$ cat config.mk
export PLATFORM = sky130hd
export DESIGN_NAME = timer16_mode_sequencer
export DESIGN_NICKNAME = d
export VERILOG_FILES = /design/src/timer16_pkg.sv /design/src/timer16_mode_sequencer.sv
export SDC_FILE = /design/constraint.sdc
export NUM_CORES = 1
export LEC_CHECK = 0
export CAP_MARGIN = 20
export CORE_MARGIN = 5
export CORE_UTILIZATION = 58
export CTS_CLUSTER_DIAMETER = 80
export CTS_CLUSTER_SIZE = 30
export DETAILED_ROUTE_END_ITERATION = 10
export DONT_BUFFER_PORTS = 1
export PLACE_DENSITY_LB_ADDON = 0.08
export SYNTH_ARGS = -nofsm -noshare
export SYNTH_HDL_FRONTEND = slang
export SYNTH_SLANG_ARGS = --single-unit
$ cat constraint.sdc
create_clock -name pclk -period 3.1 [get_ports pclk]
set_input_delay 0.62 -clock pclk [delete_from_list [all_inputs] [get_ports pclk]]
set_output_delay 0.62 -clock pclk [all_outputs]
set_load 0.05 [all_outputs]
$ cat src/timer16_pkg.sv
package timer16_pkg;
  localparam int          CNT_W        = 16;
  localparam int          NUM_CH       = 2;
  // register byte offsets
  localparam logic [7:0]  OFS_CTRL     = 8'h00;
  localparam logic [7:0]  OFS_COUNT    = 8'h04;
  localparam logic [7:0]  OFS_CMPA     = 8'h08;
  localparam logic [7:0]  OFS_CMPB     = 8'h0C;
  localparam logic [7:0]  OFS_CAPTOP   = 8'h10;
  localparam logic [7:0]  OFS_FLAGS    = 8'h14;
  // control field positions
  localparam int          CTL_MODE_LSB = 0;
  localparam int          CTL_COM_LSB  = 4;
  localparam int          CTL_DIR_LSB  = 8;
  localparam int          CTL_W        = 10;
  // flag bit positions
  localparam int          FLG_OVF      = 0;
  localparam int          FLG_CMP0     = 1;
  localparam int          FLG_CAP      = 3;
  localparam int          FLG_W        = 4;
  // waveform modes
  localparam logic [3:0]  MODE_NORMAL  = 4'h0;
  localparam logic [3:0]  MODE_CTC_A   = 4'h4;
  localparam logic [3:0]  MODE_FPWM8   = 4'h5;
  localparam logic [3:0]  MODE_FPWM9   = 4'h6;
  localparam logic [3:0]  MODE_FPWM10  = 4'h7;
  localparam logic [3:0]  MODE_CTC_CAP = 4'hC;
  localparam logic [3:0]  MODE_FPWM_CP = 4'hE;
  localparam logic [3:0]  MODE_FPWM_A  = 4'hF;
  // counter values
  localparam logic [15:0] TOP_8BIT     = 16'h00FF;
  localparam logic [15:0] TOP_9BIT     = 16'h01FF;
  localparam logic [15:0] TOP_10BIT    = 16'h03FF;
  localparam logic [15:0] CNT_MAX      = 16'hFFFF;
  localparam logic [15:0] CNT_BOTTOM   = 16'h0000;
  // compare output actions
  localparam logic [1:0]  COM_NONE     = 2'h0;
  localparam logic [1:0]  COM_TOGGLE   = 2'h1;
  localparam logic [1:0]  COM_CLEAR    = 2'h2;
  localparam logic [1:0]  COM_SET      = 2'h3;
  typedef enum logic [1:0] {
    ST_IDLE = 2'b01,
    ST_ACK  = 2'b10
  } apb_state_t;
endpackage : timer16_pkg

$ cat src/timer16_mode_sequencer.sv
// Added by the designer: the placing of the registers and register access over APB.
`timescale 1ns/1ps
`default_nettype none
module timer16_mode_sequencer (
  // clock and reset
  input  wire logic        pclk,
  input  wire logic        presetn,
  // apb slave
  input  wire logic        psel,
  input  wire logic        penable,
  input  wire logic        pwrite,
  input  wire logic [7:0]  paddr,
  input  wire logic [31:0] pwdata,
  output logic      [31:0] prdata,
  output logic             pready,
  output logic             pslverr,
  // timer clock enable from prescaler
  input  wire logic        timer_tick,
  // compare output pins, channel 0 is A
  output logic      [1:0]  compare_output,
  output logic      [1:0]  compare_output_oe_n
);
  // ----------------------------------------------------------------
  // decode helpers
  // ----------------------------------------------------------------
  function automatic logic [15:0] res_mask(input logic [3:0] m);
    unique case (m)
      timer16_pkg::MODE_FPWM8:  res_mask = timer16_pkg::TOP_8BIT;
      timer16_pkg::MODE_FPWM9:  res_mask = timer16_pkg::TOP_9BIT;
      timer16_pkg::MODE_FPWM10: res_mask = timer16_pkg::TOP_10BIT;
      default:                  res_mask = timer16_pkg::CNT_MAX;
    endcase
  endfunction : res_mask

  // ----------------------------------------------------------------
  // registers
  // ----------------------------------------------------------------
  timer16_pkg::apb_state_t state_r;
  logic [9:0]  ctrl_r;
  logic [15:0] count_r;
  logic [15:0] count_nxt;
  logic [15:0] captop_r;
  logic [15:0] cmp_buf_r [2];
  logic [15:0] cmp_act_r [2];
  logic [1:0]  oc_r;
  logic [3:0]  flags_r;
  logic [3:0]  flags_nxt;
  logic        block_r;

  // ----------------------------------------------------------------
  // apb decode
  // ----------------------------------------------------------------
  wire        access   = psel & penable;
  wire        wr_take  = access & pready & pwrite;
  wire        hit_ctrl = paddr == timer16_pkg::OFS_CTRL;
  wire        hit_cnt  = paddr == timer16_pkg::OFS_COUNT;
  wire        hit_ca   = paddr == timer16_pkg::OFS_CMPA;
  wire        hit_cb   = paddr == timer16_pkg::OFS_CMPB;
  wire        hit_top  = paddr == timer16_pkg::OFS_CAPTOP;
  wire        hit_flg  = paddr == timer16_pkg::OFS_FLAGS;
  wire        mapped   = hit_ctrl | hit_cnt | hit_ca | hit_cb
                         | hit_top | hit_flg;
  wire        wr_count = wr_take & hit_cnt;
  wire [1:0]  wr_cmp   = {wr_take & hit_cb, wr_take & hit_ca};
  wire [15:0] wdata16  = pwdata[15:0];
  logic [31:0] rd_mux;
  always_comb begin
    rd_mux = 32'h0000_0000;
    if (hit_ctrl)
      rd_mux[9:0] = ctrl_r;
    if (hit_cnt)
      rd_mux[15:0] = count_r;
    if (hit_ca)
      rd_mux[15:0] = cmp_buf_r[0];
    if (hit_cb)
      rd_mux[15:0] = cmp_buf_r[1];
    if (hit_top)
      rd_mux[15:0] = captop_r;
    if (hit_flg)
      rd_mux[3:0] = flags_r;
  end

  // one wait state: answer lands on the second access edge
  always_ff @(posedge pclk or negedge presetn) begin
    if (!presetn) begin
      state_r <= timer16_pkg::ST_IDLE;
      pready  <= 1'b0;
      pslverr <= 1'b0;
      prdata  <= 32'h0000_0000;
    end else begin
      unique case (state_r)
        timer16_pkg::ST_IDLE: begin
          if (access) begin
            state_r <= timer16_pkg::ST_ACK;
            pready  <= 1'b1;
            pslverr <= ~mapped;
            prdata  <= pwrite ? 32'h0000_0000 : rd_mux;
          end
        end
        timer16_pkg::ST_ACK: begin
          state_r <= timer16_pkg::ST_IDLE;
          pready  <= 1'b0;
          pslverr <= 1'b0;
        end
      endcase
    end
  end

  // ----------------------------------------------------------------
  // mode decode
  // ----------------------------------------------------------------
  // mode only
  wire [3:0]  mode     = ctrl_r[timer16_pkg::CTL_MODE_LSB +: 4];
  wire        is_ctc   = (mode == timer16_pkg::MODE_CTC_A)
                         | (mode == timer16_pkg::MODE_CTC_CAP);
  wire        is_fpwm  = (mode == timer16_pkg::MODE_FPWM8)
                         | (mode == timer16_pkg::MODE_FPWM9)
                         | (mode == timer16_pkg::MODE_FPWM10)
                         | (mode == timer16_pkg::MODE_FPWM_CP)
                         | (mode == timer16_pkg::MODE_FPWM_A);
  wire        cap_top  = (mode == timer16_pkg::MODE_CTC_CAP)
                         | (mode == timer16_pkg::MODE_FPWM_CP);
  wire        a_top    = (mode == timer16_pkg::MODE_CTC_A)
                         | (mode == timer16_pkg::MODE_FPWM_A);
  wire [15:0] top_val  = cap_top ? captop_r
                       : a_top   ? cmp_act_r[0]
                       : res_mask(mode);
  wire        top_hit  = (count_r == top_val) & ~block_r;
  wire        clr_top  = (is_ctc | is_fpwm) & top_hit;
  wire        at_max   = count_r == timer16_pkg::CNT_MAX;
  wire [1:0]  match;

  // ----------------------------------------------------------------
  // counter and blocking
  // ----------------------------------------------------------------
  always_comb begin
    count_nxt = count_r;
    if (wr_count)
      count_nxt = wdata16;
    else if (timer_tick)
      count_nxt = clr_top ? timer16_pkg::CNT_BOTTOM : count_r + 16'h0001;
  end

  always_ff @(posedge pclk or negedge presetn) begin
    if (!presetn) begin
      count_r <= timer16_pkg::CNT_BOTTOM;
      block_r <= 1'b0;
    end else begin
      count_r <= count_nxt;
      if (wr_count)
        block_r <= 1'b1;
      else if (timer_tick)
        block_r <= 1'b0;
    end
  end

  // ----------------------------------------------------------------
  // compare channels
  // ----------------------------------------------------------------
  genvar ch;
  generate
    for (ch = 0; ch < timer16_pkg::NUM_CH; ch++) begin : g_ch
      wire [1:0]  com  = ctrl_r[timer16_pkg::CTL_COM_LSB + 2*ch +: 2];
      wire [15:0] wval = wdata16 & res_mask(mode);
      wire        load = timer_tick & is_fpwm & clr_top;
      wire        tgl  = (com == timer16_pkg::COM_TOGGLE)
                         & (~is_fpwm | (ch == 0 && mode ==
                                        timer16_pkg::MODE_FPWM_A));
      assign match[ch] = (count_r == cmp_act_r[ch]) & ~block_r;
      always_ff @(posedge pclk or negedge presetn) begin
        if (!presetn) begin
          cmp_buf_r[ch] <= timer16_pkg::CNT_BOTTOM;
          cmp_act_r[ch] <= timer16_pkg::CNT_BOTTOM;
          oc_r[ch]      <= 1'b0;
        end else begin
          if (wr_cmp[ch])
            cmp_buf_r[ch] <= wval;
          if (wr_cmp[ch] & ~is_fpwm)
            cmp_act_r[ch] <= wval;
          else if (load)
            cmp_act_r[ch] <= cmp_buf_r[ch];
          if (timer_tick) begin
            if (is_fpwm & clr_top & com == timer16_pkg::COM_CLEAR)
              oc_r[ch] <= 1'b1;
            else if (is_fpwm & clr_top & com == timer16_pkg::COM_SET)
              oc_r[ch] <= 1'b0;
            else if (match[ch] & tgl)
              oc_r[ch] <= ~oc_r[ch];
            else if (match[ch] & com == timer16_pkg::COM_CLEAR)
              oc_r[ch] <= 1'b0;
            else if (match[ch] & com == timer16_pkg::COM_SET)
              oc_r[ch] <= 1'b1;
          end
        end
      end
    end
  endgenerate

  // ----------------------------------------------------------------
  // flags, set beats write-one-to-clear
  // ----------------------------------------------------------------
  wire [3:0] flag_clr = (wr_take & hit_flg) ? pwdata[3:0] : 4'h0;
  logic [3:0] flag_set;
  always_comb begin
    flag_set = 4'h0;
    flag_set[timer16_pkg::FLG_OVF] = timer_tick
                                     & (is_fpwm ? clr_top : at_max);
    flag_set[timer16_pkg::FLG_CMP0 +: 2] = timer_tick ? match : 2'b00;
    flag_set[timer16_pkg::FLG_CAP] = timer_tick & cap_top & clr_top;
  end
  assign flags_nxt = (flags_r & ~flag_clr) | flag_set;

  always_ff @(posedge pclk or negedge presetn) begin
    if (!presetn) begin
      ctrl_r              <= 10'h000;
      captop_r            <= timer16_pkg::CNT_BOTTOM;
      flags_r             <= 4'h0;
      compare_output      <= 2'b00;
      compare_output_oe_n <= 2'b11;
    end else begin
      flags_r <= flags_nxt;
      if (wr_take & hit_ctrl)
        ctrl_r <= pwdata[9:0];
      if (wr_take & hit_top)
        captop_r <= wdata16;
      compare_output <= oc_r;
      compare_output_oe_n <= ~ctrl_r[timer16_pkg::CTL_DIR_LSB +: 2];
    end
  end

  // ----------------------------------------------------------------
  // assertions
  // ----------------------------------------------------------------
  wire [1:0] com_a = ctrl_r[timer16_pkg::CTL_COM_LSB +: 2];
  wire [1:0] com_b = ctrl_r[timer16_pkg::CTL_COM_LSB + 2 +: 2];
endmodule : timer16_mode_sequencer
`default_nettype wire

==> results.txt, run 1 <==
Top cells by area, synth: dfrtp_1 40%, mux2_2 6.3%, nand2_1 5.8%
CP Class: reg -> reg
Most frequent cell after synthesis: dfrtp_1
Non-filler instance count after layout: 1125
TritonCTS Buffers: 17
Drt first-iter violations: 856
Clock buffer depth: 2
Die width: 129 microns
Tcrit/Tclk final: 102%
Layout cells sized above 1: 23.1%
Slew @ Worst Pin: 0.940 ns
Core area: 13900 sq um
PortBufs: 0
Sink Count: 136
P_int: 3.77 mW
Clock latency on the worst-skew pair: 0.43 ns
Main synth FF type: dfrtp_1
DRC Markers: 0
Most common library cells after synthesis: 133 x dfrtp_1, 128 x nand2_1, 76 x o21ai_0, 53 x nor2_1, 48 x clkbuf_1
Crit path DAT: 3.47 ns
Diodes inserted: 0
Startpoint Class: flip-flop
Wire length per cell: 24.4 microns
Max Slew Vio Count: 0
Register area share after synthesis: 41.3%
Yosys reg bits: 136
Die Ht: 129 microns
Fmax: 317 MHz
Max-cap violations: 0
Die area: 16700 sq um
Failing checks: hold timing, setup timing
Htree depth: 4
Drt pass-1 iters: 5
CTS Root Cell: clkbuf_16
Core Rows: 43
Cells after synthesis: 893
EDFF count, synth: 0
Switch Pwr: 1.75 mW
Final setup viols: 12
Vias in the first global route: 7308
Max-Slew Margin vs Limit: 36.6%
Cell type with the largest total area after synthesis: dfrtp_1
Sw Ratio: 31.7%
Combinational Power Share: 21.9%
Pwr/cell area: 571 nW/um^2
Post-DRT Antenna Nets: 0
Hold Crit Class: in -> async
I/O pins: 84
Setup TNS: -0.231 ns
Hold WS: -0.117 ns
CP required: 3.42 ns
Sequential power share: 38.7%
Worst Path Max Fanout: 6
Routed wire length: 27.4 mm
Initial antenna violation count: 0
First-pass GRT wire length: 41.4 mm
RSZ-0062 raised after global routing: true
Synth top area share: 40.4%
Net count, final: 979
Design Power: 5.52 mW
Netlist cell types: 73
Worst setup margin: -0.0574 ns
Synthesized cell area: 8240 sq um
Final hold viol count: 133
Area grow syn2layout: 17.3%
Starting density of the core: 59.1%
Synth warn: 0
CTS tree: done
Dpl hpwl: 18.4 mm
Post-layout minimum cycle time: 3.16 ns
Cell count after placement: 1081
Largest net degree at the start of global routing: 137
Vias: 7412
CP Capture Type: flip-flop
Max VDD drop: 0.428 mV
Clk pwr share: 39.4%
Clock-pin slew on the worst setup and hold paths: 0.06 ns
Via density: 6.59
Final cell utilization of the core: 69.4%
FFs w/ async S/R, synth: 100%
GR Overflow Total: 0
Clock skew after layout: 0.0102 ns
Pleak: 4.60 nW
GRT Resource Usage Total: 32.9%
Syn avg cell area: 9.23 sq um
Final GP Congestion: 0.993
Status: complete, but fails checks
==> per-stage QoR <==
stage	worst slack, ns	area (sq um)	hold slack (ns)
final	-0.0574	9670	-0.117
after CTS	-0.0475	9390	-0.125
after floorplan	0.238	8300	0.324
after global placement	-0.191	8710	0.330
after global routing	-0.158	9670	-0.129
after detailed placement	-0.274	8710	0.329
==> cell usage in the layout, fill, tap and decap left out, types with 4 or more instances in the layout <==
cell type and count:
a211o_1 27, a211oi_1 5, a211oi_2 4, a21oi_1 16, a22o_1 6, a22oi_1 14
and3_1 28, buf_12 5, buf_4 78, bufinv_16 4, clkbuf_16 19, conb_1 16
dfrtp_1 132, inv_1 23, mux2_2 44, mux2i_1 12, mux4_2 7, nand2_1 128
nand2b_1 11, nand3_1 21, nand4_1 6, nand4b_1 4, nor2_1 52, nor2b_1 14
nor3_1 7, nor3_2 4, nor3b_1 10, nor4_1 6, o211ai_1 5, o21a_1 16
o21ai_0 70, o21ai_1 6, o221ai_1 12, o22a_1 5, or2_2 4, or3_1 4
or4_1 5, xnor2_1 20, xor2_1 17
==> critical path, stage by stage (launching register included) <==
cell	delay, ns
dfrtp_2	0.47
buf_12	0.16
buf_4	0.14
or4_4	0.51
o211a_1	0.16
nor3_2	0.16
a211oi_2	0.12
or3b_4	0.42
nor4_4	0.15
buf_6	0.18
buf_12	0.13
clkbuf_16	0.14
nor2_2	0.04
a211o_1	0.25
==> logic make-up (layout without fill, tap and decap cells) <==
group	after synthesis	after routing	synth area share (%)
and+or+nand+nor	327	327	20.0
AOI/OAI and AO/OA	217	217	18.4
DFF	136	136	41.3
buffers and inverters	108	145	6.39
muxes	65	65	9.66
xor gates and xnor gates	38	38	4.04
adders and majority gates	1	1	0.152
other	1	16	0.0455
==> state kept, by name, summed over array words and instances, names as in the netlist, 2 cells and up <==
signal and count:
cmp_act_r 32, cmp_buf_r 32, captop_r 16, count_r 16
prdata 16, ctrl_r 10, flags_r 4, compare_output 2
compare_output_oe_n 2, oc_r 2
==> repair_timing <==
| item | CTS | global route |
|---|---|---|
| hold endpoints to repair | 133 | 133 |
| setup buffers | 3 | 4 |
| endpoints found under the setup margin | 41 | 51 |
| cloned | 1 | 4 |
| pin swaps | 5 | 7 |
| resized for setup | 6 | 37 |
==> power groups by stage <==
stage	logic, mW	clock network, mW	registers (mW)
6_report	1.21	2.17	2.14
5_1_grt	1.30	2.27	2.15
4_1_cts	1.13	2.19	2.12
3_5_place_dp	1.11	0	2.15
3_3_place_gp	1.08	0	2.14
2_1_floorplan	0.922	0	2.03
==> layout make-up <==
| class | instances | area, sq um |
|---|---|---|
| clock buffers | 18 | 429 |
| clock inverters | 14 | 196 |
| fillers | 1111 | 4270 |
| inverters | 24 | 90.1 |
| multi-input cells | 664 | 4530 |
| flip-flops and latches | 136 | 3410 |
| well taps | 180 | 225 |
| repair buffers | 89 | 785 |
==> path summary, 6_finish.rpt <==
check | startpoint | end | slack [ns] | depth (start not counted)
worst max-delay path | ctrl_r[0]$_DFFE_PN0P_ | cmp_act_r[6]$_DFFE_PN0P_ | -0.06 | 13
min in group pclk | pwdata[8] | ctrl_r[8]$_DFFE_PN0P_ | 0.31 | 2
worst min register to register | ctrl_r[8]$_DFFE_PN0P_ | compare_output_oe_n[0]$_DFF_PN1_ | 0.40 | 1
worst min-delay path | presetn | cmp_act_r[19]$_DFFE_PN0P_ | -0.12 | 0
max in group asynchronous | presetn | compare_output[1]$_DFF_PN0_ | 2.89 | 0
worst max register to register | ctrl_r[0]$_DFFE_PN0P_ | cmp_act_r[6]$_DFFE_PN0P_ | -0.06 | 13
==> metal layers <==
metal	up-vias	track usage, %	share of wire, %
li1	3250	-	-
met1	3676	43.3	40
met4	0	16.1	4.8
met3	96	7.58	8.1
met2	390	51.6	47
met5	-	0	0
Power figures use the tool's default switching activity.
==> run 2: changes to the inputs <==
RECOVER_POWER = 100   (was not set)
==> results.txt, run 2 (synthesized netlist as in run 1, its figures left out) <==
Dpl hpwl: 18.4 mm
CP required: 3.42 ns
Vias in the first global route: 7308
DRC Markers: 0
Slew @ Worst Pin: 1.02 ns
Htree depth: 4
Clock latency on the worst-skew pair: 0.44 ns
Pwr/cell area: 572 nW/um^2
CP Capture Type: flip-flop
Crit path DAT: 3.49 ns
First-pass GRT wire length: 41.4 mm
Sw Ratio: 31.7%
Met3 GRT Util: 7.58%
Diodes inserted: 0
Largest net degree at the start of global routing: 137
CTS tree: done
Status: complete, but fails checks
Tcrit/Tclk final: 102%
Top flop regs: cmp_act_r (32), cmp_buf_r (32)
Area grow syn2layout: 16.9%
GR Overflow Total: 0
Die width: 129 microns
Drt pass-1 iters: 7
Max-Slew Margin vs Limit: 32.3%
Routed wire length: 27.4 mm
CTS Root Cell: clkbuf_16
Final hold viol count: 133
Met1 usage: 43.3%
Pleak: 4.58 nW
Layout cells sized above 1: 22.3%
RSZ-0062 raised after global routing: true
Most frequent cells in the layout: 132 x dfrtp_1, 128 x nand2_1, 70 x o21ai_0
Design Power: 5.51 mW
Fmax: 316 MHz
P_int: 3.76 mW
Initial antenna violation count: 0
Die area: 16700 sq um
Switch Pwr: 1.75 mW
Clock-pin slew on the worst setup and hold paths: 0.06 ns
I/O pins: 84
Drt first-iter violations: 836
Core area: 13900 sq um
Hold WS: -0.123 ns
Clk pwr share: 39.4%
Net count, final: 979
Via density: 6.60
Max Slew Vio Count: 0
Global routing's busiest layer: met2
Post-DRT Antenna Nets: 0
Worst setup margin: -0.0687 ns
Grt met2 use: 51.6%
Max-cap violations: 0
Max VDD drop: 0.430 mV
Starting density of the core: 59.1%
Die Ht: 129 microns
Core Rows: 43
Vias: 7422
Worst Path Max Fanout: 6
GRT Resource Usage Total: 32.9%
Sink Count: 136
Clock skew after layout: 0.0147 ns
Hold Crit Class: in -> async
TritonCTS Buffers: 17
Startpoint Class: flip-flop
Setup TNS: -0.321 ns
PortBufs: 0
Failing checks: hold timing, setup timing
Combinational Power Share: 21.8%
Post-layout minimum cycle time: 3.17 ns
Most common cell after layout, fill and taps aside: dfrtp_1
Clock buffer depth: 2
Sequential power share: 38.7%
CP Class: reg -> reg
Final setup viols: 16
Final GP Congestion: 0.993
Wire length per cell: 24.3 microns
## run 2: stage by stage
step / hold WS (ns) / cells / utilization (%) / setup WS (ns) / cell area (sq um)
2_1_floorplan: 0.324 / 908 / - / 0.238 / 8300
3_3_place_gp: 0.330 / 1081 / 62.5 / -0.191 / 8710
3_5_place_dp: 0.329 / 1081 / 62.5 / -0.274 / 8710
4_1_cts: -0.125 / 1117 / 67.4 / -0.0475 / 9390
5_1_grt: -0.129 / 1125 / 69.1 / -0.158 / 9630
6_report: -0.123 / 1125 / 69.1 / -0.0687 / 9630
## run 2: area by class of cell
class                           instances  area, sq um
Clock buffer                           18          429
Clock inverter                         14          196
Fill cell                            1123         4300
Inverter                               24         90.1
Multi-Input combinational cell        664         4530
Sequential cell                       136         3410
Tap cell                              180          225
Timing Repair Buffer                   89          758
## run 2: path summary, 6_finish.rpt
check	cells after the start	to	slack, ns	startpoint
max	13	cmp_act_r[6]$_DFFE_PN0P_	-0.07	ctrl_r[0]$_DFFE_PN0P_
min	0	count_r[2]$_DFFE_PN0P_	-0.12	presetn
max reg2reg	13	cmp_act_r[6]$_DFFE_PN0P_	-0.07	ctrl_r[0]$_DFFE_PN0P_
min reg2reg	1	compare_output_oe_n[0]$_DFF_PN1_	0.40	ctrl_r[8]$_DFFE_PN0P_
max in group asynchronous	0	captop_r[14]$_DFFE_PN0P_	2.92	presetn
min in group pclk	2	ctrl_r[8]$_DFFE_PN0P_	0.30	pwdata[8]
## run 2: metal layers
layer	part of all wire (%)	vias to the layer above
met5	0	-
met4	4.7	0
met3	8.9	84
met2	47	418
met1	40	3676
li1	-	3244
## run 2: power groups by stage
stage / Sequential [mW] / Combinational, mW / Clock (mW)
global route: 2.15 / 1.29 / 2.27
detailed placement: 2.15 / 1.11 / 0
finish: 2.13 / 1.20 / 2.17
CTS: 2.12 / 1.13 / 2.19
floorplan: 2.03 / 0.922 / 0
global placement: 2.14 / 1.08 / 0
## run 2: critical path: stages (launching register included)
cell       delay (ns)
dfrtp_2          0.47
buf_12           0.16
buf_4            0.14
or4_4            0.51
o211a_1          0.16
nor3_2           0.17
a211oi_2         0.12
or3b_4           0.42
nor4_4           0.15
buf_6            0.18
buf_12           0.12
clkbuf_16        0.14
nor2_2           0.04
a211o_1          0.25
## run 2: repair_timing
action,CTS,global route
cloned,1,4
resized for setup,6,37
endpoints found under the hold margin,133,133
pin swaps,5,7
buffers inserted,3,4
endpoints found under the setup margin,41,51
